### config.mk
export PLATFORM = sky130hd
export DESIGN_NAME = sapc_control
export DESIGN_NICKNAME = d
export VERILOG_FILES = /design/src/sapc_pkg.sv /design/src/sapc_eng_if.sv /design/src/sapc_control.sv /design/src/sapc_sar_engine.sv
export VERILOG_INCLUDE_DIRS = /design/src
export SDC_FILE = /design/constraint.sdc
export NUM_CORES = 1
export LEC_CHECK = 0
export BUFFER_PORTS_ARGS = -buffer_cell sky130_fd_sc_hd__buf_2
export CAP_MARGIN = 10
export CORE_MARGIN = 4
export CORE_UTILIZATION = 58
export DETAILED_ROUTE_END_ITERATION = 16
export PLACE_DENSITY = 0.79
export SETUP_SLACK_MARGIN = 0.02
export SLEW_MARGIN = 20
export SYNTH_ARGS = -nofsm -noshare
export SYNTH_HDL_FRONTEND = slang
export SYNTH_SLANG_ARGS = --single-unit
### constraint.sdc
create_clock -name core_clk -period 3.7 [get_ports core_clk]
set_input_delay 0.37 -clock core_clk [delete_from_list [all_inputs] [get_ports core_clk]]
set_output_delay 0.37 -clock core_clk [all_outputs]
set_load 0.01 [all_outputs]
### src/sapc_params.svh
`ifndef SAPC_PARAMS_SVH
`define SAPC_PARAMS_SVH

// ============================================================
// Register byte addresses
`define SAPC_ADDR_RES_LO 16'hff08
`define SAPC_ADDR_RES_HI 16'hff09
`define SAPC_ADDR_MODE 16'hff28
`define SAPC_ADDR_CHAN 16'hff29
`define SAPC_ADDR_PFM 16'hff2a
`define SAPC_ADDR_PFT 16'hff2b

// ============================================================
// Field positions and writable masks
`define SAPC_RUN_BIT 7
`define SAPC_REF_BIT 0
`define SAPC_FR_MSB 5
`define SAPC_FR_LSB 3
`define SAPC_POWERFAIL_COMPARE_ENABLE_BIT 7
`define SAPC_PFPOL_BIT 6
`define SAPC_MODE_MASK 8'hb9
`define SAPC_CHAN_MASK 8'h07
`define SAPC_PFM_MASK 8'hc0
`define SAPC_RES_SHIFT 6

// ============================================================
// Reset values
`define SAPC_MODE_RST 8'h00
`define SAPC_CHAN_RST 3'h0
`define SAPC_PFT_RST 8'h00

// ============================================================
// Conversion time: one trial unit is a twelfth of the total,
// sampling takes two units and each of the ten trials one
`define SAPC_UNIT_288 5'h18
`define SAPC_UNIT_240 5'h14
`define SAPC_UNIT_192 5'h10
`define SAPC_UNIT_144 5'h0c
`define SAPC_UNIT_120 5'h0a
`define SAPC_UNIT_96 5'h08
`define SAPC_FIRST_TRIAL 10'h200
`define SAPC_MSB_INDEX 4'h9

`endif

### src/sapc_pkg.sv
package sapc_pkg;

    typedef enum logic [1:0]
    {
        SAPC_IDLE = 2'h0,
        SAPC_SAMPLE = 2'h1,
        SAPC_CONVERT = 2'h3
    } sapc_state_t;

    typedef logic [9:0] sapc_code_t;

endpackage : sapc_pkg

### src/sapc_eng_if.sv
`timescale 1ns/1ns

interface sapc_eng_if
    import sapc_pkg::*;
();
    logic run;
    logic restart;
    logic [4:0] unit;
    logic compare;
    logic hold;
    sapc_code_t tap;
    logic done;
    sapc_code_t value;

    modport ctrl
    (
        output run,
        output restart,
        output unit,
        output compare,
        input hold,
        input tap,
        input done,
        input value
    );

    modport eng
    (
        input run,
        input restart,
        input unit,
        input compare,
        output hold,
        output tap,
        output done,
        output value
    );
endinterface : sapc_eng_if

### src/sapc_control.sv
// Operation
// - Threshold is compared with the upper eight result bits only
// - Threshold is an 8-bit read/write byte, cleared by reset
// - Sample the input, then hold until the conversion finishes
// - First trial sets bit 9 at half scale, kept if input >= tap
// - Later trials set next bit; keep it when input >= tap
// - After bit 0 the value is latched as result, interrupt possible
// - Result reads left-justified, value times 64, low six bits zero
// - Conversions repeat back to back until the run bit clears
// - Control register write aborts; restarts if still running
// - Clearing the run bit stops at once; result undefined
// - Powerfail mode bit 7 picks plain conversion or comparison
// - Normal mode stores every result and raises the interrupt
// - Polarity 0 interrupts only when upper bits >= threshold
// - Polarity 1 interrupts only when upper bits < threshold
// - An unread result is overwritten by the newer one
// - One of eight inputs is converted per conversion
// - Time code selects 288/240/192/144/120/96 clocks
// - A result read colliding with latch wins; latch follows
// - A control write colliding with latch cancels latch and irq
`timescale 1ns/1ns
`include "sapc_params.svh"

module sapc_control
    import sapc_pkg::*;
(
    input wire logic core_clk,
    input wire logic reset,
    input wire logic [15:0] busAddr,
    input wire logic busWrite,
    input wire logic busRead,
    input wire logic [7:0] busWrData,
    output logic [7:0] busRdData,
    input wire logic compIn,
    output logic [2:0] channelSel,
    output logic sampleHold,
    output logic [9:0] tapCode,
    output logic refGenEnable,
    output logic conversionEndIrq
);

    // ========================================================
    // Register state
    logic [7:0] modeReg;
    logic [2:0] chanReg;
    logic pfEnReg;
    logic pfPolReg;
    logic [7:0] threshReg;
    sapc_code_t resultReg;
    sapc_code_t pendReg;
    logic pendValidReg;
    logic irqReg;
    logic [7:0] rdDataReg;
    logic [7:0] rdDataNext;
    logic restartReg;
    logic [2:0] compSync;
    logic compFiltReg;

    logic isMode;
    logic isChan;
    logic isPfm;
    logic isPft;
    logic isResLo;
    logic isResHi;
    logic ctrlWrite;
    logic resultRead;
    logic doneOk;
    logic commitNow;
    sapc_code_t commitVal;
    logic [4:0] unitCount;

    sapc_eng_if eng();

    sapc_sar_engine engine
    (
        .core_clk(core_clk),
        .reset(reset),
        .bus(eng)
    );

    // ========================================================
    // Interrupt qualification
    function automatic logic sapc_irq_hit(
        input sapc_code_t v,
        input logic [7:0] th,
        input logic en,
        input logic pol
    );
        logic hit;
        if (!en)
        begin
            hit = 1'b1;
        end
        else if (!pol)
        begin
            hit = (v[9:2] >= th);
        end
        else
        begin
            hit = (v[9:2] < th);
        end
        return hit;
    endfunction : sapc_irq_hit

    // ========================================================
    // Address decode
    assign isMode = (busAddr == `SAPC_ADDR_MODE);
    assign isChan = (busAddr == `SAPC_ADDR_CHAN);
    assign isPfm = (busAddr == `SAPC_ADDR_PFM);
    assign isPft = (busAddr == `SAPC_ADDR_PFT);
    assign isResLo = (busAddr == `SAPC_ADDR_RES_LO);
    assign isResHi = (busAddr == `SAPC_ADDR_RES_HI);
    assign ctrlWrite = busWrite && (isMode || isChan || isPfm || isPft);
    assign resultRead = busRead && (isResLo || isResHi);

    // A finishing conversion is dropped when a control write lands
    // in the same cycle, so neither result nor interrupt appear
    assign doneOk = eng.done && !ctrlWrite;

    // The read sees the old result; a deferred value lands after it
    assign commitNow = !resultRead && (doneOk || pendValidReg);
    assign commitVal = doneOk ? eng.value : pendReg;

    // ========================================================
    // Conversion time selection
    always_comb
    begin
        case (modeReg[`SAPC_FR_MSB:`SAPC_FR_LSB])
            3'h0: unitCount = `SAPC_UNIT_288;
            3'h1: unitCount = `SAPC_UNIT_240;
            3'h2: unitCount = `SAPC_UNIT_192;
            3'h4: unitCount = `SAPC_UNIT_144;
            3'h5: unitCount = `SAPC_UNIT_120;
            3'h6: unitCount = `SAPC_UNIT_96;
            // Prohibited codes fall back to the slowest, safest time
            default: unitCount = `SAPC_UNIT_288;
        endcase
    end

    assign eng.run = modeReg[`SAPC_RUN_BIT];
    assign eng.restart = restartReg;
    assign eng.unit = unitCount;
    assign eng.compare = compFiltReg;

    // ========================================================
    // Register writes
    always_ff @(posedge core_clk)
    begin
        if (reset)
        begin
            modeReg <= `SAPC_MODE_RST;
            chanReg <= `SAPC_CHAN_RST;
            pfEnReg <= 1'b0;
            pfPolReg <= 1'b0;
            threshReg <= `SAPC_PFT_RST;
        end
        else if (busWrite)
        begin
            if (isMode)
            begin
                modeReg <= busWrData & `SAPC_MODE_MASK;
            end
            else if (isChan)
            begin
                chanReg <= busWrData[2:0];
            end
            else if (isPfm)
            begin
                pfEnReg <= busWrData[`SAPC_POWERFAIL_COMPARE_ENABLE_BIT];
                pfPolReg <= busWrData[`SAPC_PFPOL_BIT];
            end
            else if (isPft)
            begin
                threshReg <= busWrData;
            end
        end
    end

    // Every control write restarts the sequence on the next cycle if the run bit is still set
    always_ff @(posedge core_clk)
    begin
        if (reset)
        begin
            restartReg <= 1'b0;
        end
        else
        begin
            restartReg <= ctrlWrite;
        end
    end

    // ========================================================
    // Comparator input: three stages, accepted when the last two agree
    always_ff @(posedge core_clk)
    begin
        if (reset)
        begin
            compSync <= 3'h0;
            compFiltReg <= 1'b0;
        end
        else
        begin
            compSync <= {compSync[1:0], compIn};
            if (compSync[1] == compSync[2])
            begin
                compFiltReg <= compSync[2];
            end
        end
    end

    // ========================================================
    // Result latch and interrupt
    always_ff @(posedge core_clk)
    begin
        if (reset)
        begin
            resultReg <= 10'h000;
            pendReg <= 10'h000;
            pendValidReg <= 1'b0;
            irqReg <= 1'b0;
        end
        else
        begin
            irqReg <= 1'b0;
            if (doneOk && resultRead)
            begin
                pendReg <= eng.value;
                pendValidReg <= 1'b1;
            end
            else if (commitNow)
            begin
                pendValidReg <= 1'b0;
            end
            if (commitNow)
            begin
                // Unread results are simply replaced
                resultReg <= commitVal;
                irqReg <= sapc_irq_hit(commitVal, threshReg,
                                       pfEnReg, pfPolReg);
            end
        end
    end

    // ========================================================
    // Read mux
    always_comb
    begin
        rdDataNext = 8'h00;
        if (isMode)
        begin
            rdDataNext = modeReg;
        end
        else if (isChan)
        begin
            rdDataNext = {5'h00, chanReg};
        end
        else if (isPfm)
        begin
            rdDataNext = {pfEnReg, pfPolReg, 6'h00};
        end
        else if (isPft)
        begin
            rdDataNext = threshReg;
        end
        else if (isResLo)
        begin
            rdDataNext = {resultReg[1:0], 6'h00};
        end
        else if (isResHi)
        begin
            rdDataNext = resultReg[9:2];
        end
    end

    always_ff @(posedge core_clk)
    begin
        if (reset)
        begin
            rdDataReg <= 8'h00;
        end
        else if (busRead)
        begin
            rdDataReg <= rdDataNext;
        end
    end

    // ========================================================
    // Outputs
    assign busRdData = rdDataReg;
    assign conversionEndIrq = irqReg;
    assign channelSel = chanReg;
    assign refGenEnable = modeReg[`SAPC_REF_BIT];
    assign sampleHold = eng.hold;
    assign tapCode = eng.tap;

    // ========================================================
    // Checks
    thresh_reset_a: assert property (@(posedge core_clk)
        reset |=> threshReg == 8'h00)
        else $error("threshold not cleared by reset");

    result_latch_a: assert property (@(posedge core_clk) disable iff (reset)
        eng.done && !ctrlWrite && !resultRead
        |=> resultReg == $past(eng.value))
        else $error("result not latched at conversion end");

    read_first_a: assert property (@(posedge core_clk) disable iff (reset)
        eng.done && !ctrlWrite && resultRead
        |=> resultReg == $past(resultReg) && pendValidReg)
        else $error("result changed under a colliding read");

    write_cancels_a: assert property (@(posedge core_clk) disable iff (reset)
        eng.done && ctrlWrite && !pendValidReg
        |=> !irqReg && resultReg == $past(resultReg))
        else $error("result or irq after colliding control write");

    normal_irq_a: assert property (@(posedge core_clk) disable iff (reset)
        eng.done && !ctrlWrite && !resultRead && !pfEnReg
        |=> irqReg ##1 !irqReg)
        else $error("normal mode irq missing or not a pulse");

    pol_zero_a: assert property (@(posedge core_clk) disable iff (reset)
        eng.done && !ctrlWrite && !resultRead && pfEnReg && !pfPolReg
        |=> irqReg == ($past(eng.value[9:2]) >= $past(threshReg)))
        else $error("polarity zero irq wrong");

    pol_one_a: assert property (@(posedge core_clk) disable iff (reset)
        eng.done && !ctrlWrite && !resultRead && pfEnReg && pfPolReg
        |=> irqReg == ($past(eng.value[9:2]) < $past(threshReg)))
        else $error("polarity one irq wrong");

    abort_restart_a: assert property (@(posedge core_clk) disable iff (reset)
        ctrlWrite |=> eng.restart ##1 !eng.done)
        else $error("control write did not restart conversion");

endmodule : sapc_control

### src/sapc_sar_engine.sv
`timescale 1ns/1ns
`include "sapc_params.svh"

module sapc_sar_engine
    import sapc_pkg::*;
(
    input wire logic core_clk,
    input wire logic reset,
    sapc_eng_if.eng bus
);

    sapc_state_t state;
    logic [5:0] cnt;
    logic [3:0] bitIdx;
    sapc_code_t sar;
    logic [5:0] sampleLast;
    logic [5:0] trialLast;
    sapc_code_t trialMask;
    sapc_code_t decided;

    assign sampleLast = {bus.unit, 1'b0} - 6'h01;
    assign trialLast = {1'b0, bus.unit} - 6'h01;
    assign trialMask = sapc_code_t'(10'h001 << bitIdx);
    // Keep the trial bit on input >= tap, otherwise drop it
    assign decided = bus.compare ? sar : (sar & ~trialMask);
    assign bus.tap = sar;

    // ========================================================
    // Sampling, hold and bit trials
    always_ff @(posedge core_clk)
    begin
        if (reset)
        begin
            state <= SAPC_IDLE;
            cnt <= 6'h00;
            bitIdx <= 4'h0;
            sar <= 10'h000;
            bus.hold <= 1'b0;
            bus.done <= 1'b0;
            bus.value <= 10'h000;
        end
        else
        begin
            bus.done <= 1'b0;
            if (!bus.run)
            begin
                // Abandon at once; partial trial value is discarded
                state <= SAPC_IDLE;
                bus.hold <= 1'b0;
                cnt <= 6'h00;
            end
            else if (bus.restart || state == SAPC_IDLE)
            begin
                state <= SAPC_SAMPLE;
                bus.hold <= 1'b0;
                cnt <= 6'h00;
            end
            else
            begin
                case (state)
                    SAPC_SAMPLE:
                    begin
                        if (cnt == sampleLast)
                        begin
                            state <= SAPC_CONVERT;
                            bus.hold <= 1'b1;
                            cnt <= 6'h00;
                            bitIdx <= `SAPC_MSB_INDEX;
                            sar <= `SAPC_FIRST_TRIAL;
                        end
                        else
                        begin
                            cnt <= cnt + 6'h01;
                        end
                    end
                    SAPC_CONVERT:
                    begin
                        if (cnt == trialLast)
                        begin
                            cnt <= 6'h00;
                            if (bitIdx == 4'h0)
                            begin
                                bus.value <= decided;
                                bus.done <= 1'b1;
                                state <= SAPC_SAMPLE;
                                bus.hold <= 1'b0;
                            end
                            else
                            begin
                                sar <= decided | (trialMask >> 1);
                                bitIdx <= bitIdx - 4'h1;
                            end
                        end
                        else
                        begin
                            cnt <= cnt + 6'h01;
                        end
                    end
                    default:
                    begin
                        state <= SAPC_IDLE;
                    end
                endcase
            end
        end
    end

    hold_in_convert_a: assert property (@(posedge core_clk) disable iff (reset)
        state == SAPC_CONVERT |-> bus.hold)
        else $error("sample-hold not holding during trials");

    first_trial_a: assert property (@(posedge core_clk) disable iff (reset)
        state == SAPC_SAMPLE && cnt == sampleLast && bus.run
        && !bus.restart |=> bus.tap == 10'h200 && bitIdx == 4'h9)
        else $error("first trial is not bit nine at half scale");

    stop_idle_a: assert property (@(posedge core_clk) disable iff (reset)
        !bus.run |=> state == SAPC_IDLE && !bus.hold)
        else $error("conversion did not stop on run clear");

    back_to_back_a: assert property (@(posedge core_clk) disable iff (reset)
        bus.done |-> state == SAPC_SAMPLE && !bus.hold)
        else $error("next conversion did not resume sampling");

endmodule : sapc_sar_engine

==> impl_metrics.ini, run 1 <==
[cts]
h-tree-depth = 3
cts-resized-gates = 0
clk_latency_ns = 0.35
numCtsBuffers = 9
post_cts_buffers = 0
cts_buffer_depth = 2
cts.sinks = 87
cts.clk_slew.worst_paths_ns = 0.08
ctsHoldBuffers = 0
clockRootBuffer = clkbuf_8
cts_tree = built

[critical_path]
critPathArrivalTime_ns = 3.10
cp_top_family = simple AND/OR/NAND/NOR gates
cp_max_fo = 8
cp.required_ns = 3.97
path_buf_inv = 2
path_common_cell = a21o_1
end_kind = flop
cp_slowest_cell = or4b_4
cp_cell_sequence = buf_2 -> or4b_4 -> nor4_4 -> a31oi_2 -> buf_4 -> mux2_2 -> ha_1 -> a21o_1 -> a21o_1 -> a21o_1 -> o211ai_1 -> nor3b_1
crit_type = input pin to flop
max_stage_delay_ns = 0.56
reg2reg_to = engine.bus.tap[3]
cp-start-kind = input pin
r2r-start = modeReg[3]
rrSetupSlack_ns = 0.88
reg2reg_depth = 9

[power_and_ir_drop]
ir_drop_mv = 0.229
p_int_uw = 1370
p_sw_share_pct = 22.6
p_clk_share_pct = 41.4
power_switching_uw = 401
pwr-share-seq_pct = 53.7
powerDensity_mw_per_mm2 = 350
p_comb_share_pct = 4.9
power.total_uw = 1770
power_leakage_uw = 0.00218

[layout]
drive_gt1_share_pct = 19.6
final_cell_mix = dfxtp_1, nor2_1, mux2i_1, buf_2, nand2_1
diodes = 0
regArea_mm2 = 0.00174
design.final.nets = 585
syn_to_final_growth_pct = 11.2
multiInputGateArea_mm2 = 0.00261
final_common_cell = dfxtp_1
post-route-util_pct = 65.8
fill_cells = 648

[global_routing]
grt_max_degree = 42
overflow = 0
grt_pass1_wl_mm = 16.6
grt.total_usage_pct = 22.7
grtUsageMet3_pct = 4.26
antenna_found_initial = 0
use_met2_pct = 35.3
busiest_layer = met2
grt_pass1_vias = 3472
global_route.usage.met1_pct = 31.9

[logic_synthesis]
yosysSeqAreaShare_pct = 38.3
synthFlopType = dfxtp_1
syn_area_mm2 = 0.00455
ys_ff_latch = 87
async_flop_share_pct = 0
syn_avg_cell_area_um2 = 9.05
synth_enable_flop_cells = 0
synth_cell_types = 64
ys_warn_count = 0
synthesis.nets = 547
synthCells = 503

[timing]
fmax_mhz = 354
finalSetupTns_ns = 0
post-route-min-period_ns = 2.82
rsz0062_at_grt = no
slew_viol_final = 0
tightest_slew_ns = 0.845
fin_crit_sh_pct = 76.3
hold_violations = 0
slew_headroom_pct = 43.1
fin_ws_ns = 0.878
setup_viol = 0
fin_skew_ns = 0.00703

[floorplanning]
io_pins = 53
start_util_pct = 59.2
dieArea_mm2 = 0.00933
num_rows = 32
core-area_mm2 = 0.00769
die_width_um = 96.6
fp.dieH_um = 96.6

[route]
drt_iter0_markers = 226
viasPerCell = 5.79
drc = 0
wl_per_cell_um = 15.8
vias = 3750
drtPass1Iterations = 5
ant_nets = 0
routed_wl_mm = 10.2

[hold_path]
min_path_cells = 2
min-delay-start = compIn
hold_path_end = compSync[0]
hold_path.class = input pin to flop

[status]
outcome = completed

[run]
drv_cap = 0

[place]
dp_slack_ns = 0.520
io_buffer_count = 52
gp_congestion = 0.900
dpl.hpwl_mm = 7.54
==> synth_stat cells (8+ instances only) <==
| master | n | share of area, % |
|---|---|---|
| ha_1 | 15 | 4.1 |
| nor2b_1 | 13 | 1.8 |
| clkbuf_1 | 16 | 1.3 |
| nor2_1 | 76 | 6.3 |
| mux2i_1 | 52 | 11 |
| nor3_1 | 22 | 2.4 |
| buf_2 | 9 | 0.99 |
| nand4_1 | 8 | 1.1 |
| dfxtp_1 | 87 | 38 |
| nand3_1 | 8 | 0.88 |
| mux2_2 | 18 | 4.5 |
| inv_1 | 19 | 1.6 |
| a21oi_1 | 19 | 2.1 |
| o21ai_0 | 9 | 0.99 |
| nand2_1 | 28 | 2.3 |
==> cells by family after synthesis <==
logic type | count (synthesis) | synth area share, %
adder cells (fa/ha/maj) | 15 | 4.12
buffers and inverters | 48 | 4.45
AO/OA/AOI/OAI | 81 | 13.1
multiplexers | 70 | 15.9
AND/OR/NAND/NOR | 191 | 21.6
XOR/XNOR | 11 | 2.53
flip-flops | 87 | 38.3
==> how the worst max path moves through the flow <==
stage,start,end,depth (start not counted)
6_report,busAddr[4],conversionEndIrq,12
5_1_grt,busAddr[4],conversionEndIrq,12
4_1_cts,modeReg[3],engine.bus.tap[5],9
3_5_place_dp,busAddr[4],conversionEndIrq,12
3_3_place_gp,busAddr[4],conversionEndIrq,12
2_1_floorplan,busAddr[4],conversionEndIrq,12
==> cell type report <==
class / instances / area share, %
sequential: 87 / 34.4
inverter: 19 / 1.41
clock buffer: 11 / 2.79
timing repair buffer: 56 / 5.74
multi-input combinational: 368 / 51.5
tap: 102 / 2.52
clock inverter: 5 / 1.61
==> layer usage <==
metal,part of all wire [%],up-vias
li1,-,1854
met1,46,1763
met2,47,118
met3,6.0,15
met4,1.4,0
met5,0,-
==> per-stage QoR <==
step,hold slack [ns],instance area (um^2),cells
final,0.227,5060,648
after global routing,0.251,5060,648
after CTS,0.224,5060,648
after detailed placement,0.424,4840,632
after global placement,0.427,4840,632
after floorplan,0.414,4550,503
==> sequential cells by signal (all words and copies together), names as in the netlist <==
| name | flops |
|---|---|
| resultReg | 10 |
| pendValidReg | 1 |
| pfPolReg | 1 |
| engine.bus.hold | 1 |
| engine.state | 2 |
| compFiltReg | 1 |
| compSync | 3 |
| eng.restart | 1 |
| conversionEndIrq | 1 |
| threshReg | 8 |
| engine.bitIdx | 4 |
| engine.cnt | 6 |
| pfEnReg | 1 |
| engine.bus.tap | 10 |
| channelSel | 3 |
| modeReg | 5 |
| engine.bus.done | 1 |
| busRdData | 8 |
| pendReg | 10 |
| engine.bus.value | 10 |
==> power by group through the flow <==
| stage | Combinational, uW | Clock, uW | Sequential [uW] |
|---|---|---|---|
| finish | 86.7 | 735 | 952 |
| global route | 95.9 | 784 | 953 |
| global placement | 83.5 | 0 | 973 |
| CTS | 86.0 | 746 | 951 |
| floorplan | 54.6 | 0 | 970 |
| detailed placement | 85.9 | 0 | 973 |
No activity file was read; power rests on OpenSTA's default activity.
==> inputs of run 2 (changes only) <==
--- a/config.mk
+++ b/config.mk
@@ -6,12 +6,13 @@
 export SDC_FILE = /design/constraint.sdc
 export NUM_CORES = 1
 export LEC_CHECK = 0
+export ABC_AREA = 1
 export BUFFER_PORTS_ARGS = -buffer_cell sky130_fd_sc_hd__buf_2
 export CAP_MARGIN = 10
 export CORE_MARGIN = 4
-export CORE_UTILIZATION = 58
+export CORE_UTILIZATION = 59
 export DETAILED_ROUTE_END_ITERATION = 16
-export PLACE_DENSITY = 0.79
+export PLACE_DENSITY = 0.8
 export SETUP_SLACK_MARGIN = 0.02
 export SLEW_MARGIN = 20
 export SYNTH_ARGS = -nofsm -noshare
==> constraint.sdc (replaced) <==
create_clock -name core_clk -period 2.9 [get_ports core_clk]
set_input_delay 0.29 -clock core_clk [delete_from_list [all_inputs] [get_ports core_clk]]
set_output_delay 0.29 -clock core_clk [all_outputs]
set_load 0.01 [all_outputs]
==> run 2 against run 1 <==
Register-to-register slack lost 0.51 ns. Sequential share of layout area shrank 1.4 points. Die area grew 3.0%. Non-clock buffer count is the same. Area after synthesis grew 5.1%. Via count grew 22%. Clock skew grew 0.0011 ns.
==> impl_metrics.ini, run 2 <==
[power_and_ir_drop]
power.total_uw = 2250
powerDensity_mw_per_mm2 = 427
power_leakage_uw = 0.00224
ir_drop_mv = 0.330

[cts]
clk_latency_ns = 0.35
clockRootBuffer = clkbuf_8
cts-resized-gates = 0
post_cts_buffers = 0
h-tree-depth = 3
numCtsBuffers = 9
cts.sinks = 87
cts_tree = built
cts_buffer_depth = 2
ctsHoldBuffers = 0
cts.clk_slew.worst_paths_ns = 0.09

[critical_path]
cp.required_ns = 3.12
end_kind = flop
crit_type = flop to flop
path_common_cell = nor2_1
critPathArrivalTime_ns = 2.75
cp_slowest_cell = dfxtp_1
reg2reg_depth = 14
r2r-start = modeReg[5]
max_stage_delay_ns = 0.41
cp_cell_sequence = nand2_1 -> o22ai_1 -> inv_1 -> ha_1 -> inv_1 -> o21ai_0 -> nor2_1 -> nand3_1 -> nor2_1 -> nand2_2 -> nand2_4 -> nand3_4 -> a21oi_1 -> nor2_1
rrSetupSlack_ns = 0.37
cp-start-kind = flop
cp_max_fo = 15
reg2reg_to = engine.bus.tap[9]

[layout]
syn_to_final_growth_pct = 10.4
drive_gt1_share_pct = 19.3
design.final.nets = 760
fin_area_mm2 = 0.00528
final_common_cell = nand2_1
fill_cells = 702
diodes = 0
final_cell_mix = nand2_1, dfxtp_1, nor2_1

[floorplanning]
io_pins = 53
start_util_pct = 61.2
num_rows = 32
fp.dieH_um = 98.0
dieArea_mm2 = 0.00961
die_width_um = 98.0
core-area_mm2 = 0.00781

[route]
drc = 0
drtPass1Iterations = 5
viasPerCell = 5.57
drt_iter0_markers = 273
wl_per_cell_um = 13.8
routed_wl_mm = 11.3
ant_nets = 0
vias = 4588

[timing]
tightest_slew_ns = 0.724
setup_viol = 0
slew_viol_final = 0
post-route-min-period_ns = 2.53
fmax_mhz = 396
fin_crit_sh_pct = 87.2
rsz0062_at_grt = no
hold_violations = 0
timing.hold.ws_ns = 0.133
finalSetupTns_ns = 0
fin_skew_ns = 0.00809
slew_headroom_pct = 51.7

[logic_synthesis]
ys_warn_count = 0
synth_top_area_cell = dfxtp_1
synthCells = 675
syn_area_mm2 = 0.00478
synth_cell_types = 46
async_flop_share_pct = 0
yosysSeqAreaShare_pct = 36.4
synth_top_area_share_pct = 36.4
yosys-top-cells-area = dfxtp_1, nand2_1, nor2_1
syn_avg_cell_area_um2 = 7.08
synth_enable_flop_cells = 0
synth_commonest_cells = nand2_1, dfxtp_1, nor2_1
synthesis.nets = 719
ys_ff_latch = 87
synthFlopType = dfxtp_1
post-synth-top-count-cell = nand2_1

[global_routing]
grt_pass1_vias = 4353
grt_max_degree = 41
grt_pass1_wl_mm = 19.4
antenna_found_initial = 0
overflow = 0
grt.total_usage_pct = 23.7

[run]
drv_cap = 0

[place]
gp_congestion = 0.921
io_buffer_count = 52
dpl.hpwl_mm = 8.43
postPlaceCellArea_mm2 = 0.00505

[status]
outcome = completed

[hold_path]
min-delay-start = compIn
hold_path.class = input pin to flop
hold_path_end = compSync[0]
min_path_cells = 3
[run 2: changes by cell type after synthesis, moves of 18 or more]
cell | before | now
nand2_1 | 28 | 133
nand2_2 | 0 | 23
nand3_1 | 8 | 33
mux2_2 | 18 | 0
o21ai_0 | 9 | 46
inv_1 | 19 | 69
a21oi_1 | 19 | 55
mux2i_1 | 52 | 0
[run 2: layout make-up]
| class | count | area [um^2] | area share, % |
|---|---|---|---|
| clock inverters | 6 | 92.6 | 1.75 |
| flip-flops and latches | 87 | 1740 | 33.0 |
| well taps | 102 | 128 | 2.42 |
| inverters | 78 | 293 | 5.55 |
| clock buffers | 10 | 138 | 2.61 |
| multi-input cells | 484 | 2590 | 49.2 |
| repair buffers | 56 | 290 | 5.50 |
[run 2: per-stage QoR]
stage                     instances  setup WS (ns)  util [%]
after floorplan                 675          0.649         -
after global placement          807          0.324      64.6
after detailed placement        807          0.229      64.6
after CTS                       823          0.407      67.6
after global routing            823          0.117      67.6
final                           823          0.372      67.6
[run 2: cells by family after synthesis]
| logic type | Yosys count | synth area share, % |
|---|---|---|
| compound gates | 140 | 17.7 |
| xor+xnor | 6 | 1.10 |
| flops | 87 | 36.4 |
| fa+ha+maj | 15 | 3.92 |
| simple gates | 323 | 31.5 |
| buf+inv | 104 | 9.31 |
[run 2: worst max path at each step]
stage,startpoint,endpoint,slack (ns),cells past startpoint
CTS,modeReg[5],engine.bus.tap[9],0.41,14
floorplan,busAddr[7],conversionEndIrq,0.65,17
global route,modeReg[5],engine.bus.tap[9],0.12,14
detailed placement,busAddr[7],conversionEndIrq,0.23,17
finish,modeReg[5],engine.bus.tap[9],0.37,14
global placement,busAddr[7],conversionEndIrq,0.32,17
[run 2: routing by layer]
layer	GRT usage, %	vias up	part of all wire [%]
li1	-	2294	-
met1	30.9	2128	45
met2	39.9	147	49
met3	3.79	19	5.3
met4	8.31	0	1.6
met5	0	-	0
[run 2: critical path, delay by kind of cell (launching register included)]
family                     cells  cell delay, ns
buffers and inverters          2            0.14
adders and majority gates      1            0.30
DFF                            1            0.41
AOI/OAI and AO/OA              3            0.47
and+or+nand+nor                8            1.05
[run 2: power breakdown]
group / switching [uW] / total [uW] / internal, uW
sequential: 2.23 / 1200 / 1200
combinational: 63.3 / 93.0 / 29.7
clock: 446 / 959 / 513
==> inputs of run 3 (changes only) <==
--- a/config.mk
+++ b/config.mk
@@ -13,6 +13,8 @@
 export CORE_UTILIZATION = 59
 export DETAILED_ROUTE_END_ITERATION = 16
 export PLACE_DENSITY = 0.8
+export RECOVER_POWER = 100
+export REMOVE_ABC_BUFFERS = 1
 export SETUP_SLACK_MARGIN = 0.02
 export SLEW_MARGIN = 20
 export SYNTH_ARGS = -nofsm -noshare
==> run 3 against run 2 <==
Cell count increased by 0.12%. Setup slack improved by 0.029 ns. Critical path type unchanged. Combinational power down 2.7%. Non-clock buffer count is 1 higher.
==> impl_metrics.ini, run 3 (synthesis results as in run 2) <==
[timing]
hold_violations = 0
fin_crit_sh_pct = 86.2
finalSetupTns_ns = 0
setup_viol = 0
fmax_mhz = 400
tightest_slew_ns = 1.03
slew_headroom_pct = 31.3
fin_ws_ns = 0.401
post-route-min-period_ns = 2.50
fin_skew_ns = 0.0118
slew_viol_final = 0
rsz0062_at_grt = no

[critical_path]
crit_type = flop to flop
path_buf_inv = 4
critPathArrivalTime_ns = 2.78
r2r-start = modeReg[4]
critical_path_depth = 14
reg2reg_to = engine.bus.value[3]
cp.required_ns = 3.18
max_stage_delay_ns = 0.34
cp_max_fo = 20
reg2reg_depth = 14
cp_cell_sequence = inv_2 -> nand2_1 -> o22ai_1 -> inv_1 -> ha_1 -> inv_1 -> a21oi_1 -> nand3_1 -> nor2_1 -> nand2_1 -> nor2_1 -> clkbuf_2 -> o21ai_0 -> a21oi_1
cp_top_family = compound AO/OA/AOI/OAI gates
rrSetupSlack_ns = 0.40
cp-start-kind = flop
cp_slowest_cell = dfxtp_1
end_kind = flop

[layout]
post-route-util_pct = 66.5
syn_to_final_growth_pct = 8.50
final_cell_mix = nand2_1, dfxtp_1, nor2_1
design.final.nets = 761
finalNonFillerCells = 824
final_common_cell = nand2_1
diodes = 0
fill_cells = 724
drive_gt1_share_pct = 13.6

[route]
ant_nets = 0
drc = 0
routed_wl_mm = 11.3
drt_iter0_markers = 276
wl_per_cell_um = 13.8
vias = 4631
viasPerCell = 5.62
drtPass1Iterations = 5

[cts]
cts.clk_slew.worst_paths_ns = 0.09
clk_latency_ns = 0.36
cts_buffer_depth = 2
cts-resized-gates = 0
h-tree-depth = 3
numCtsBuffers = 9
cts.sinks = 87
ctsHoldBuffers = 0
post_cts_buffers = 0
cts_tree = built
clockRootBuffer = clkbuf_8

[global_routing]
antenna_found_initial = 0
grt_pass1_vias = 4296
overflow = 0
grt_pass1_wl_mm = 19.4
grt.total_usage_pct = 24.1
grt_max_degree = 41

[floorplanning]
start_util_pct = 61.2
die_width_um = 98.0
dieArea_mm2 = 0.00961
num_rows = 32
core-area_mm2 = 0.00781
fp.dieH_um = 98.0
io_pins = 53

[hold_path]
hold_path_end = compSync[0]
min_path_cells = 3
min-delay-start = compIn
hold_path.class = input pin to flop

[power_and_ir_drop]
power_leakage_uw = 0.00212
ir_drop_mv = 0.346
powerDensity_mw_per_mm2 = 431

[run]
drv_cap = 0

[place]
dpl.hpwl_mm = 8.55
dp_slack_ns = 0.155
io_buffer_count = 52
placedCellCount = 808
gp_congestion = 0.898

[status]
outcome = completed
run 3: worst register-to-register path: stages (launching register included):
cell and delay [ns]:
dfxtp_1 0.34, inv_2 0.08, nand2_1 0.08, o22ai_1 0.15
inv_1 0.06, ha_1 0.31, inv_1 0.06, a21oi_1 0.14
nand3_1 0.09, nor2_1 0.14, nand2_1 0.15, nor2_1 0.12
clkbuf_2 0.33, o21ai_0 0.16, a21oi_1 0.19
run 3: per-layer routing:
layer  part of all wire (%)  GRT usage, %
met5                      0             0
met4                    1.9          8.52
met3                    7.2          4.36
met2                     47          39.9
met1                     44          31.5
run 3: final cells by class:
type                            instances  area, um^2  share of cell area [%]
Multi-Input combinational cell        484        2540                    49.0
Sequential cell                        87        1740                    33.6
Inverter                               78         293                    5.64
Timing Repair Buffer                   57         260                    5.02
Clock buffer                           10         128                    2.46
Tap cell                              102         128                    2.46
Clock inverter                          6        93.8                    1.81
run 3: worst max path at each step:
stage | start | endpoint | slack [ns]
2_1_floorplan | modeReg[5] | engine.bus.value[0] | 0.57
6_report | modeReg[4] | engine.bus.value[3] | 0.40
4_1_cts | modeReg[4] | engine.bus.tap[9] | 0.43
5_1_grt | modeReg[5] | engine.bus.value[3] | 0.09
3_3_place_gp | busAddr[7] | conversionEndIrq | 0.30
3_5_place_dp | busAddr[7] | conversionEndIrq | 0.16
run 3: per-stage QoR:
stage | power [uW] | hold WS (ns) | instance area, um^2
3_3_place_gp | 1320 | 0.395 | 5050
3_5_place_dp | 1320 | 0.407 | 5050
4_1_cts | 2250 | 0.117 | 5280
2_1_floorplan | 1270 | 0.352 | 4630
6_report | 2240 | 0.126 | 5190
5_1_grt | 2310 | 0.123 | 5190
run 3: where the power goes:
| group | leakage, uW | total (uW) | internal (uW) | switching, uW |
|---|---|---|---|---|
| combinational | 0.00131 | 90.5 | 28.8 | 61.7 |
| sequential | 0.000701 | 1200 | 1200 | 2.34 |
| clock | 0.000107 | 948 | 492 | 456 |
| total | 0.00212 | 2240 | 1720 | 520 |
